$ cat config.mk
export PLATFORM = sky130hd
export DESIGN_NAME = bfp_top
export DESIGN_NICKNAME = d
export VERILOG_FILES = /design/src/rtl/bfp_pkg.sv /design/src/rtl/bfp_top.sv
export VERILOG_INCLUDE_DIRS = /design/src /design/src/rtl
export SDC_FILE = /design/constraint.sdc
export NUM_CORES = 1
export LEC_CHECK = 0
export ABC_AREA = 1
export BUFFER_PORTS_ARGS = -buffer_cell sky130_fd_sc_hd__buf_4
export CAP_MARGIN = 40
export CELL_PAD_IN_SITES_DETAIL_PLACEMENT = 0
export CELL_PAD_IN_SITES_GLOBAL_PLACEMENT = 1
export CORE_MARGIN = 10
export CORE_UTILIZATION = 43
export CTS_CLUSTER_DIAMETER = 100
export DETAILED_ROUTE_END_ITERATION = 10
export HOLD_SLACK_MARGIN = 0.15
export PLACE_DENSITY = 0.87
export SYNTH_ARGS = -nofsm -noshare
export SYNTH_HDL_FRONTEND = slang
export SYNTH_SLANG_ARGS = --single-unit
$ cat constraint.sdc
create_clock -name aclk -period 2.6 [get_ports aclk]
set_input_delay 0.52 -clock aclk [delete_from_list [all_inputs] [get_ports aclk]]
set_output_delay 0.52 -clock aclk [all_outputs]
set_load 0.02 [all_outputs]
$ cat src/rtl/bfp_params.svh
// Constants for the bridge fault protection block
`ifndef BFP_PARAMS_SVH
`define BFP_PARAMS_SVH
`define BFP_ADDR_CONF      8'h00
`define BFP_ADDR_STATUS    8'h04
`define BFP_ADDR_IRQ_STAT  8'h08
`define BFP_ADDR_IRQ_MASK  8'h0C
`define BFP_ADDR_CTRL      8'h10
`define BFP_CLK_MHZ        100
`define BFP_FILT0_NS       100
`define BFP_FILT1_NS       1000
`define BFP_FILT2_NS       2000
`define BFP_FILT3_NS       3000
`define BFP_DLY0_NS        750
`define BFP_DLY1_NS        1500
`define BFP_CYC(ns)        (((ns) * `BFP_CLK_MHZ + 999) / 1000)
`define BFP_LS_LVL_MIN     4'h4
`define BFP_HS_LVL_MIN     4'h2
`define BFP_LS_LVL_OTP0    4'h6
`define BFP_LS_LVL_OTP1    4'hC
`define BFP_HS_LVL_RST     4'hC
`define BFP_FILT_RST       2'h1
`define BFP_RETRY_RST      2'h3
`define BFP_TEMP_PREWARN   2'h1
`define BFP_TEMP_136       2'h2
`define BFP_TEMP_143       2'h3
`define BFP_TSEL_RST       2'h0
`define BFP_IRQ_W          4
`endif

$ cat src/rtl/bfp_pkg.sv
// Types for the bridge fault protection block
package bfp_pkg;
	typedef enum logic [3:0] {
		BFP_IDLE  = 4'b0001,
		BFP_DELAY = 4'b0010,
		BFP_WATCH = 4'b0100,
		BFP_TRIP  = 4'b1000
	} bfp_state_t;
endpackage : bfp_pkg

$ cat src/rtl/bfp_top.sv
// Bridge short and overtemperature protection with AXI4-Lite registers
// Contract
// Temperature code is compared to a fixed 120 C prewarn and a selectable 136/143/150 C limit; here tsel_reg 1, 2 and 3 all trip at 143 C.
// After overtemperature shutdown the driver stays off until temperature drops below prewarn.
// Shorts are detected per half bridge from high-side and low-side voltage drop comparators.
// Low-side short level field spans 4 to 15 and resets to 6 or 12 per OTP strap.
// High-side short level field spans 2 to 15, 2 most sensitive.
// A two-bit filter selects 100 ns, 1 us (default), 2 us or 3 us short spike filtering.
// Up to 0..3 retries (default 3) precede permanent bridge shutdown.
// Detection delay bit selects 750 ns (0) or 1500 ns (1) after switch-on.
// Supply-short disable bit at 1 ignores supply-short detection.
// Ground-short disable bit at 1 ignores ground-short detection.
// Parallel-protect bit 0 shuts only the faulty bridge, 1 (default) shuts all bridges.
// A confirmed short shuts off its bridge and sets that phase's ground or supply flag.
// The host disables then re-enables the driver to resume after a short shutdown.
// With direct indication set every overcurrent pulse shows at once on the fault pin; the code shows only filtered trips (trip_ev).
// Disabling the driver clears retry counters and the latched short state.
//
// Local design decisions: the address map and the AXI4-Lite interface to the registers.
`include "bfp_params.svh"
module bfp_top
	import bfp_pkg::*;
#(
	parameter int RETRY_W = 2
) (
	input  wire logic        aclk,
	input  wire logic        aresetn,
	input  wire logic [7:0]  s_axi_awaddr,
	input  wire logic        s_axi_awvalid,
	output logic             s_axi_awready,
	input  wire logic [31:0] s_axi_wdata,
	input  wire logic [3:0]  s_axi_wstrb,
	input  wire logic        s_axi_wvalid,
	output logic             s_axi_wready,
	output logic [1:0]       s_axi_bresp,
	output logic             s_axi_bvalid,
	input  wire logic        s_axi_bready,
	input  wire logic [7:0]  s_axi_araddr,
	input  wire logic        s_axi_arvalid,
	output logic             s_axi_arready,
	output logic [31:0]      s_axi_rdata,
	output logic [1:0]       s_axi_rresp,
	output logic             s_axi_rvalid,
	input  wire logic        s_axi_rready,
	input  wire logic        otp_ls_level_sel,
	input  wire logic [1:0]  temp_level,
	input  wire logic [2:0]  hs_drop,
	input  wire logic [2:0]  ls_drop,
	input  wire logic [2:0]  bridge_on,
	output logic [5:0]       short_level_out,
	output logic [2:0]       bridge_enable,
	output logic             fault,
	output logic             irq
);
	// Async pin inputs through three flops; accept change when stages 2 and 3 agree
	logic [10:0] s1_reg, s2_reg, s3_reg, in_reg;
	wire  [10:0] pins_raw = {temp_level, hs_drop, ls_drop, bridge_on};
	always_ff @(posedge aclk) begin
		s1_reg <= pins_raw;
		s2_reg <= s1_reg;
		s3_reg <= s2_reg;
	end
	wire [10:0] in_next = (s2_reg & s3_reg) | (in_reg & (s2_reg | s3_reg));
	always_ff @(posedge aclk) begin
		if (!aresetn) in_reg <= '0;
		else in_reg <= in_next;
	end
	wire [1:0] temp_s   = in_reg[10:9];
	wire [2:0] hs_s     = in_reg[8:6];
	wire [2:0] ls_s     = in_reg[5:3];
	wire [2:0] bron_s   = in_reg[2:0];

	// Configuration
	logic [3:0] ls_lvl_reg, hs_lvl_reg;
	logic [1:0] filt_reg, retry_reg, tsel_reg;
	logic dly_reg, s2vs_off_reg, s2g_off_reg, par_reg, direct_reg, drv_en_reg;
	logic [`BFP_IRQ_W-1:0] ist_reg, imask_reg;
	logic strap_done_reg;

	// AXI write path: address and data accepted independently
	logic aw_full_reg, w_full_reg;
	logic [7:0] aw_reg;
	logic [31:0] wd_reg;
	logic [3:0] ws_reg;
	assign s_axi_awready = !aw_full_reg && !s_axi_bvalid;
	assign s_axi_wready  = !w_full_reg && !s_axi_bvalid;
	wire  do_wr  = aw_full_reg && w_full_reg && !s_axi_bvalid;
	wire  wr_cf  = do_wr && aw_reg == `BFP_ADDR_CONF && ws_reg[1:0] == 2'h3;
	wire  wr_ist = do_wr && aw_reg == `BFP_ADDR_IRQ_STAT && ws_reg[0];
	wire  wr_im  = do_wr && aw_reg == `BFP_ADDR_IRQ_MASK && ws_reg[0];
	wire  wr_ct  = do_wr && aw_reg == `BFP_ADDR_CTRL && ws_reg[0];
	wire  wr_ok  = aw_reg == `BFP_ADDR_CONF || aw_reg == `BFP_ADDR_STATUS ||
		aw_reg == `BFP_ADDR_IRQ_STAT || aw_reg == `BFP_ADDR_IRQ_MASK ||
		aw_reg == `BFP_ADDR_CTRL;
	wire [3:0] ls_w = (wd_reg[3:0] < `BFP_LS_LVL_MIN) ? `BFP_LS_LVL_MIN : wd_reg[3:0];
	wire [3:0] hs_w = (wd_reg[7:4] < `BFP_HS_LVL_MIN) ? `BFP_HS_LVL_MIN : wd_reg[7:4];
	always_ff @(posedge aclk) begin
		if (!aresetn) begin
			aw_full_reg <= 1'b0;
			w_full_reg  <= 1'b0;
			aw_reg      <= 8'h00;
			wd_reg      <= 32'h00000000;
			ws_reg      <= 4'h0;
			s_axi_bvalid <= 1'b0;
			s_axi_bresp <= 2'h0;
		end else begin
			if (s_axi_awvalid && s_axi_awready) begin
				aw_full_reg <= 1'b1;
				aw_reg      <= {s_axi_awaddr[7:2], 2'h0};
			end
			if (s_axi_wvalid && s_axi_wready) begin
				w_full_reg <= 1'b1;
				wd_reg     <= s_axi_wdata;
				ws_reg     <= s_axi_wstrb;
			end
			if (do_wr) begin
				aw_full_reg  <= 1'b0;
				w_full_reg   <= 1'b0;
				s_axi_bvalid <= 1'b1;
				s_axi_bresp  <= wr_ok ? 2'h0 : 2'h2;
			end else if (s_axi_bready) s_axi_bvalid <= 1'b0;
		end
	end

	// Registers; low-side default caught from the strap at reset release
	always_ff @(posedge aclk) begin
		if (!aresetn) begin
			ls_lvl_reg <= `BFP_LS_LVL_OTP0;
			strap_done_reg <= 1'b0;
			hs_lvl_reg <= `BFP_HS_LVL_RST;
			filt_reg <= `BFP_FILT_RST;
			retry_reg <= `BFP_RETRY_RST;
			dly_reg <= 1'b0;
			s2vs_off_reg <= 1'b0;
			s2g_off_reg <= 1'b0;
			par_reg <= 1'b1;
			direct_reg <= 1'b0;
			tsel_reg <= `BFP_TSEL_RST;
			imask_reg <= '0;
			drv_en_reg <= 1'b0;
		end else begin
			strap_done_reg <= 1'b1;
			if (!strap_done_reg)
				ls_lvl_reg <= otp_ls_level_sel ? `BFP_LS_LVL_OTP1 : `BFP_LS_LVL_OTP0;
			else if (wr_cf) ls_lvl_reg <= ls_w;
			if (wr_cf) begin
				hs_lvl_reg <= hs_w;
				filt_reg <= wd_reg[9:8];
				retry_reg <= wd_reg[11:10];
				dly_reg <= wd_reg[12];
				s2vs_off_reg <= wd_reg[13];
				s2g_off_reg <= wd_reg[14];
				par_reg <= wd_reg[15];
			end
			if (wr_im) imask_reg <= wd_reg[`BFP_IRQ_W-1:0];
			if (wr_ct) begin
				drv_en_reg <= wd_reg[0];
				direct_reg <= wd_reg[1];
				tsel_reg <= wd_reg[3:2];
			end
		end
	end
	assign short_level_out = {hs_lvl_reg[3:1], ls_lvl_reg[3:1]};

	// Temperature: shutdown latched until below prewarn
	wire [1:0] tsd_code = (tsel_reg == 2'h0) ? `BFP_TEMP_136 :
		(tsel_reg == 2'h1) ? `BFP_TEMP_143 : 2'h3;
	wire tsd_hit  = (tsel_reg == 2'h2) ? (temp_s == 2'h3 && tsel_reg[1]) :
		(temp_s >= tsd_code);
	wire prewarn  = temp_s >= `BFP_TEMP_PREWARN;
	logic ot_reg;
	always_ff @(posedge aclk) begin
		if (!aresetn) ot_reg <= 1'b0;
		else if (tsd_hit) ot_reg <= 1'b1;
		else if (!prewarn) ot_reg <= 1'b0;
	end

	// Timing counts
	localparam int FC0 = `BFP_CYC(`BFP_FILT0_NS);
	localparam int FC1 = `BFP_CYC(`BFP_FILT1_NS);
	localparam int FC2 = `BFP_CYC(`BFP_FILT2_NS);
	localparam int FC3 = `BFP_CYC(`BFP_FILT3_NS);
	localparam int DC0 = `BFP_CYC(`BFP_DLY0_NS);
	localparam int DC1 = `BFP_CYC(`BFP_DLY1_NS);
	wire [8:0] filt_cyc = (filt_reg == 2'h0) ? 9'(FC0) : (filt_reg == 2'h1) ? 9'(FC1) :
		(filt_reg == 2'h2) ? 9'(FC2) : 9'(FC3);
	wire [8:0] dly_cyc = dly_reg ? 9'(DC1) : 9'(DC0);

	// Per-phase short detector
	logic [2:0] gnd_flag_reg, sup_flag_reg, off_reg;
	bfp_state_t st_reg [3];
	logic [8:0] cnt_reg [3];
	logic [RETRY_W-1:0] rt_reg [3];
	logic drv_en_d_reg;
	wire drv_cycle = drv_en_d_reg && !drv_en_reg;
	wire [2:0] g_raw = hs_s & {3{!s2g_off_reg}};
	wire [2:0] v_raw = ls_s & {3{!s2vs_off_reg}};
	wire [2:0] trip_ev, g_ev, v_ev;
	always_ff @(posedge aclk) begin
		if (!aresetn) drv_en_d_reg <= 1'b0;
		else drv_en_d_reg <= drv_en_reg;
	end
	for (genvar p = 0; p < 3; p++) begin : g_ph
		wire any = g_raw[p] | v_raw[p];
		wire filt_done = cnt_reg[p] >= filt_cyc - 9'h001;
		wire last = rt_reg[p] >= RETRY_W'(retry_reg);
		assign trip_ev[p] = st_reg[p] == BFP_WATCH && any && filt_done;
		assign g_ev[p] = trip_ev[p] && last && g_raw[p];
		assign v_ev[p] = trip_ev[p] && last && v_raw[p];
		always_ff @(posedge aclk) begin
			if (!aresetn || drv_cycle) begin
				st_reg[p] <= BFP_IDLE;
				cnt_reg[p] <= 9'h000;
				rt_reg[p] <= '0;
				off_reg[p] <= 1'b0;
				gnd_flag_reg[p] <= 1'b0;
				sup_flag_reg[p] <= 1'b0;
			end else begin
				case (st_reg[p])
					BFP_IDLE: begin
						cnt_reg[p] <= 9'h000;
						if (bron_s[p] && !off_reg[p]) st_reg[p] <= BFP_DELAY;
					end
					BFP_DELAY: begin
						cnt_reg[p] <= cnt_reg[p] + 9'h001;
						if (!bron_s[p]) st_reg[p] <= BFP_IDLE;
						else if (cnt_reg[p] >= dly_cyc - 9'h001) begin
							st_reg[p] <= BFP_WATCH;
							cnt_reg[p] <= 9'h000;
						end
					end
					BFP_WATCH: begin
						cnt_reg[p] <= any ? cnt_reg[p] + 9'h001 : 9'h000;
						if (trip_ev[p]) begin
							st_reg[p] <= BFP_TRIP;
							if (last) begin
								off_reg[p] <= 1'b1;
								gnd_flag_reg[p] <= gnd_flag_reg[p] | g_raw[p];
								sup_flag_reg[p] <= sup_flag_reg[p] | v_raw[p];
							end else rt_reg[p] <= rt_reg[p] + RETRY_W'(1);
						end else if (!bron_s[p]) st_reg[p] <= BFP_IDLE;
					end
					BFP_TRIP: begin
						cnt_reg[p] <= 9'h000;
						if (!bron_s[p]) st_reg[p] <= BFP_IDLE;
					end
					default: st_reg[p] <= BFP_IDLE;
				endcase
			end
		end
	end

	// Bridge enables: retry shuts the bridge for the rest of the on-phase
	wire [2:0] ph_block;
	for (genvar q = 0; q < 3; q++) begin : g_blk
		assign ph_block[q] = off_reg[q] || st_reg[q] == BFP_TRIP;
	end
	wire any_off = |off_reg;
	wire [2:0] en_next = {3{drv_en_reg && !ot_reg}} &
		~(par_reg ? {3{any_off}} | ph_block : ph_block);
	wire fault_next = any_off || ot_reg || (direct_reg && (|trip_ev));
	always_ff @(posedge aclk) begin
		if (!aresetn) begin
			bridge_enable <= 3'h0;
			fault <= 1'b0;
		end else begin
			bridge_enable <= en_next;
			fault <= fault_next;
		end
	end

	// Sticky events: ground short, supply short, prewarn, shutdown; set wins over clear
	wire [`BFP_IRQ_W-1:0] ev = {tsd_hit, prewarn, |v_ev, |g_ev};
	wire [`BFP_IRQ_W-1:0] clr = wr_ist ? wd_reg[`BFP_IRQ_W-1:0] : '0;
	always_ff @(posedge aclk) begin
		if (!aresetn) ist_reg <= '0;
		else ist_reg <= (ist_reg & ~clr) | ev;
	end
	assign irq = |(ist_reg & imask_reg);

	// Read path
	wire [31:0] conf_rd = {16'h0000, par_reg, s2g_off_reg, s2vs_off_reg, dly_reg,
		retry_reg, filt_reg, hs_lvl_reg, ls_lvl_reg};
	wire [31:0] stat_rd = {21'h000000, bridge_enable, ot_reg, prewarn,
		sup_flag_reg, gnd_flag_reg};
	wire [31:0] ctrl_rd = {28'h0000000, tsel_reg, direct_reg, drv_en_reg};
	wire [7:0] ra = {s_axi_araddr[7:2], 2'h0};
	wire rd_ok = ra == `BFP_ADDR_CONF || ra == `BFP_ADDR_STATUS ||
		ra == `BFP_ADDR_IRQ_STAT || ra == `BFP_ADDR_IRQ_MASK || ra == `BFP_ADDR_CTRL;
	wire [31:0] rd_mux = (ra == `BFP_ADDR_CONF) ? conf_rd :
		(ra == `BFP_ADDR_STATUS) ? stat_rd :
		(ra == `BFP_ADDR_IRQ_STAT) ? {28'h0000000, ist_reg} :
		(ra == `BFP_ADDR_IRQ_MASK) ? {28'h0000000, imask_reg} :
		(ra == `BFP_ADDR_CTRL) ? ctrl_rd : 32'h00000000;
	assign s_axi_arready = !s_axi_rvalid;
	always_ff @(posedge aclk) begin
		if (!aresetn) begin
			s_axi_rvalid <= 1'b0;
			s_axi_rdata <= 32'h00000000;
			s_axi_rresp <= 2'h0;
		end else if (s_axi_arvalid && s_axi_arready) begin
			s_axi_rvalid <= 1'b1;
			s_axi_rdata <= rd_mux;
			s_axi_rresp <= rd_ok ? 2'h0 : 2'h2;
		end else if (s_axi_rready) s_axi_rvalid <= 1'b0;
	end
endmodule : bfp_top

---- Word level (Yosys, flattened, before mapping) ----
Memory sizes are Yosys's and may differ from the RTL's.
Cells that the tools add are included.
operators by class
  bitwise gates (word level) .............. 62
  reduce and logical (&&, ||, !) cells .... 81
  add/subtract/negate cells ............... 8
  eq/ne operators ......................... 27
  mux-type cells .......................... 203
  magnitude comparators ................... 13
operators with widths
  kind                   number
  $mux W9                21
  $mux W1                143
  $mux W4                30
  $ge A9 B9 Y1           6
  $or A1 B1 Y1           48
  $logic_and A1 B1 Y1    37
  $add A9 B1 Y9 const B  3
  $eq A6 B2 Y1 const B   4
  $and A11 B11 Y11       2
  $or A11 B11 Y11        2
  $logic_not A8 Y1       2
  $mux W16               1
  $reduce_or A4 Y1       4
  $logic_or A1 B1 Y1     14
  $eq A4 B1 Y1 const B   3
  $eq A4 B2 Y1 const B   3
  $eq A4 B3 Y1 const B   3
  $eq A4 B4 Y1 const B   3
  $eq A6 B1 Y1 const B   2
  $eq A6 B3 Y1 const B   2
  $logic_not A1 Y1       12
  $reduce_or A3 Y1       4
  $mux W11               1
  $mux W2                5
  24 further kinds       39
storage, ports and cells
  memories ................................ 3
  flip-flop bits (word level) ............. 152
  RAM bits ................................ 45
  bits of input ports ..................... 71
memories
  name     depth  bits a word  rd ports  clocked after memory_dff  wr ports  RTL line        text
  cnt_reg  3      9            3         0                         3         bfp_top.sv:192  logic [8:0] cnt_reg [3];
  st_reg   3      4            3         0                         3         bfp_top.sv:191  bfp_state_t st_reg [3];
  rt_reg   3      2            3         0                         3         bfp_top.sv:193  logic [RETRY_W-1:0] rt_reg [3];

---- Depth between registers and ports, before layout ----
  depth after elaboration ................. 15
  gate-level depth with buffers ........... 15
  gate-level depth less buffers ........... 15

---- Worst setup path before layout ----
Ideal clock, no wire load.
  kind .................................... reg2reg
  start point ............................. reg filt_reg[0]
  end point ............................... mem st_reg[2][0] (netlist name), enable pin
  arrival time ............................ 1.956 ns
  library setup time ...................... 0.312 ns
  path slack .............................. 0.332 ns
  path buffers ............................ 0
  data required time ...................... 2.288 ns
  stages on the path, launching flop included .. 14
  cell sequence ........................... dfxtp_1 inv_1 ha_1 nand3b_1 ha_1 a21oi_1 nand2_1 nand2_1 nand3_1 nand2_1 nand2_1 nand2_1 inv_1 nand3_1
RTL lines
  item                    RTL line        text
  from (decl)             bfp_top.sv:75   logic [1:0] filt_reg, retry_reg, tsel_reg;
  from (signal assigned)  bfp_top.sv:131  filt_reg <= `BFP_FILT_RST;
  from (signal assigned)  bfp_top.sv:148  filt_reg <= wd_reg[9:8];
  to (decl)               bfp_top.sv:191

==> run_results.csv <==
group,metric,value,unit
status,status,"complete, no violations",
synth,synth_top_area_frac,0.3045,
critical_path,reg2reg_depth,14,
floorplanning,core_region_area,20170,sq um
layout,layout-drive-gt1-share,0.1293,
layout,syn_to_final_growth,17.34,%
synth,synthCells,1095,
clock_tree,cts_root_buf,"clkbuf_16",
critical_path,slowest_stage,"ha_1",
route,postRouteAntennaNets,0,
global_route,grt_overflow,0,
power,p_total,6.423,mW
timing,setup_tns,0,ns
synth,synth_top_area_cell,"dfxtp_1",
critical_path,max_stage_delay,0.38,ns
power,max-vdd-ir-drop,0.5545,mV
critical_path,crit_buf_inv,3,
layout,utilization,0.5125,
synth,ys_seq_area_frac,0.4580,
clock_tree,clk_path_buf_depth,2,
clock_tree,cts_buffers,17,
synth,syn_area,8808,sq um
clock_tree,cts_tree,"built",
min_path,min_path_type,"in2reg",
critical_path,startpoint_type,"flop",
timing,drv_slew,0,
min_path,hold_path_depth,1,
floorplanning,initial_core_util,0.4367,
layout,num-nets-final,1317,
placement,dp_hpwl,15960,um
timing,maxClockFrequency,412.1,MHz
critical_path,cp.required,2.75,ns
timing,whs,0.1810,ns
timing,slew_headroom,0.5844,
placement,dp_slack,0.09838,ns
critical_path,worstPathMaxFanout,5,
floorplanning,dieArea,26610,sq um
route,avgViaCountPerCell,4.897,
clock_tree,path_clk_slew,0.07,ns
synth,ys.warnings.count,0,
route,wl_per_cell,14.31,um
synth,syn_avg_cell_area,8.044,sq um
synth,synth_area_leaders,"dfxtp_1 (30%), edfxtp_1 (15%), ha_1 (8.5%)",
floorplanning,dieHeight,163.1,um
timing,finalCritPeriodShare,0.9334,
route,drtIter0Drc,493,
route,drc_errors,0,
placement,io_buffers,82,
critical_path,cp_num_cells,14,
timing,period_needed,2.427,ns
route,dr.pass1.iters,5,
global_route,gr-usage-all-layers,0.1608,
job,drv_cap,0,
critical_path,cp_top_family,"simple AND/OR/NAND/NOR gates",
global_route,grt_antenna_before_repair,0,
critical_path,arrival,2.57,ns
synth,async_reset_ff_frac,0,
timing,worst_pin_slew,0.6234,ns
placement,finalWeightedCongestion,0.8364,
critical_path,path_cells,"inv_1, ha_2, nand3b_1, ha_1, nand2_1, inv_1, nand2_1, nand2_1, nand2_2, nand3_4, nand2_1, inv_1, nor2_1, nand4_1",
floorplanning,pin_count,123,
critical_path,crit_type,"reg2reg",
power,p_per_area,621.4,nW/um^2
global_route,grt_max_degree,72,
critical_path,crit_top_cell,"nand2_1",
global_route,grt_pass1_wl,34820,um
floorplanning,dieWidth,163.1,um
synth,synth_edf_count,45,
layout,largest_reg_flops,27,
critical_path,critPathCaptureType,"flop",
clock_tree,cts.htree.levels,4,
floorplanning,rows,52,
timing,setup_viol,0,
timing,hold_viol,0,
synth,ys_seq_elements,179,
route,wirelength,21020,um
clock_tree,insertion_delay,0.44,ns
clock_tree,cts.sinks,179,
route,dr_total_vias,7193,
timing,setup_slack,0.1732,ns
timing,finClkSkew,0.01530,ns
synth,netlist-cell-type-count,40,
global_route,grt_pass1_vias,6943,
layout,antenna_cells,0,
power,leakage,4.753,nW
synth,synthFlopType,"dfxtp_1",
-- power by group --
part	internal (mW)	leakage (nW)	switching [mW]
registers	3.01	1.58	0.125
clock network	1.31	0.292	1.29
logic	0.270	2.88	0.421
-- Yosys cell counts (all sizes together) (2+ instances only) --
cell     instances
nor4             4
clkbuf          15
a21o             3
xor2            15
o31ai            2
a31oi            3
or2              4
nor3            16
nor2           142
edfxtp          45
o21ai           68
nand2          178
nand4           24
a21oi          105
o2111ai          2
o21a             4
and3             5
ha              60
nand3           50
dfxtp          134
buf             34
nand3b           5
inv            151
o211ai          18
xnor2            4
-- worst register-to-register path, stage by stage, from the launching register on --
cell      delay, ns
dfxtp_1        0.33
inv_1          0.07
ha_2           0.21
nand3b_1       0.24
ha_1           0.38
nand2_1        0.10
inv_1          0.04
nand2_1        0.05
nand2_1        0.06
nand2_2        0.08
nand3_4        0.09
nand2_1        0.08
inv_1          0.09
nor2_1         0.11
nand4_1        0.21
-- final cells by class --
type / count / area, sq um
fillers: 1999 / 9833
flip-flops and latches: 179 / 4034
multi-input cells: 733 / 4001
repair buffers: 104 / 785.8
inverters: 151 / 571.8
clock buffers: 17 / 425.4
well taps: 270 / 337.8
clock inverters: 15 / 180.2
-- logic make-up (layout without fill, tap and decap cells) --
kind of cell / Yosys count / in the layout / synth area share
AND/OR/NAND/NOR: 428 / 428 / 0.2078
AO/OA/AOI/OAI: 208 / 208 / 0.1307
adder cells (fa/ha/maj): 60 / 60 / 0.08523
XOR/XNOR: 19 / 19 / 0.01889
buffers and inverters: 200 / 287 / 0.09900
flip-flops: 179 / 179 / 0.4580
other: 1 / 18 / 0.0004257
-- per-stage QoR --
stage / std cells / area [sq um]
floorplan: 1112 / 8872
global placement: 1435 / 9676
detailed placement: 1435 / 9676
CTS: 1467 / 10280
global route: 1469 / 10340
finish: 1469 / 10340
-- routing by layer --
metal	global-route usage	part of all wire
met3	0.03801	0.046
met4	0.05123	0.013
met2	0.2514	0.46
met5	0	0
met1	0.2146	0.48
-- path summary, 6_finish.rpt --
check	startpoint	endpoint	slack [ns]
worst max register to register	filt_reg[0]	st_reg[0][0]	0.17
worst max-delay path	filt_reg[0]	st_reg[0][0]	0.17
worst min-delay path	hs_drop[1]	s1_reg[7]	0.18
worst min register to register	s1_reg[8]	s2_reg[8]	0.33
-- cells in the final DEF (no fill, tap or decap), drive strengths merged, types with 5 or more instances in the layout --
cell type  count
o21ai         68
conb          18
buf          102
nand4         24
inv          160
nor2         142
nor3          16
nand3b         5
dfxtp        134
edfxtp        45
clkinv         5
a21oi        105
clkbuf        17
xor2          15
nand3         50
ha            60
nand2        178
and3           5
o211ai        18
-- what timing repair did --
action	in CTS	in global routing
setup buffers	0	0
setup endpoints to repair	0	19
endpoints found under the hold margin	0	2
gates resized for setup	0	9
hold buffers	0	2
No activity file was read; power rests on OpenSTA's default activity.
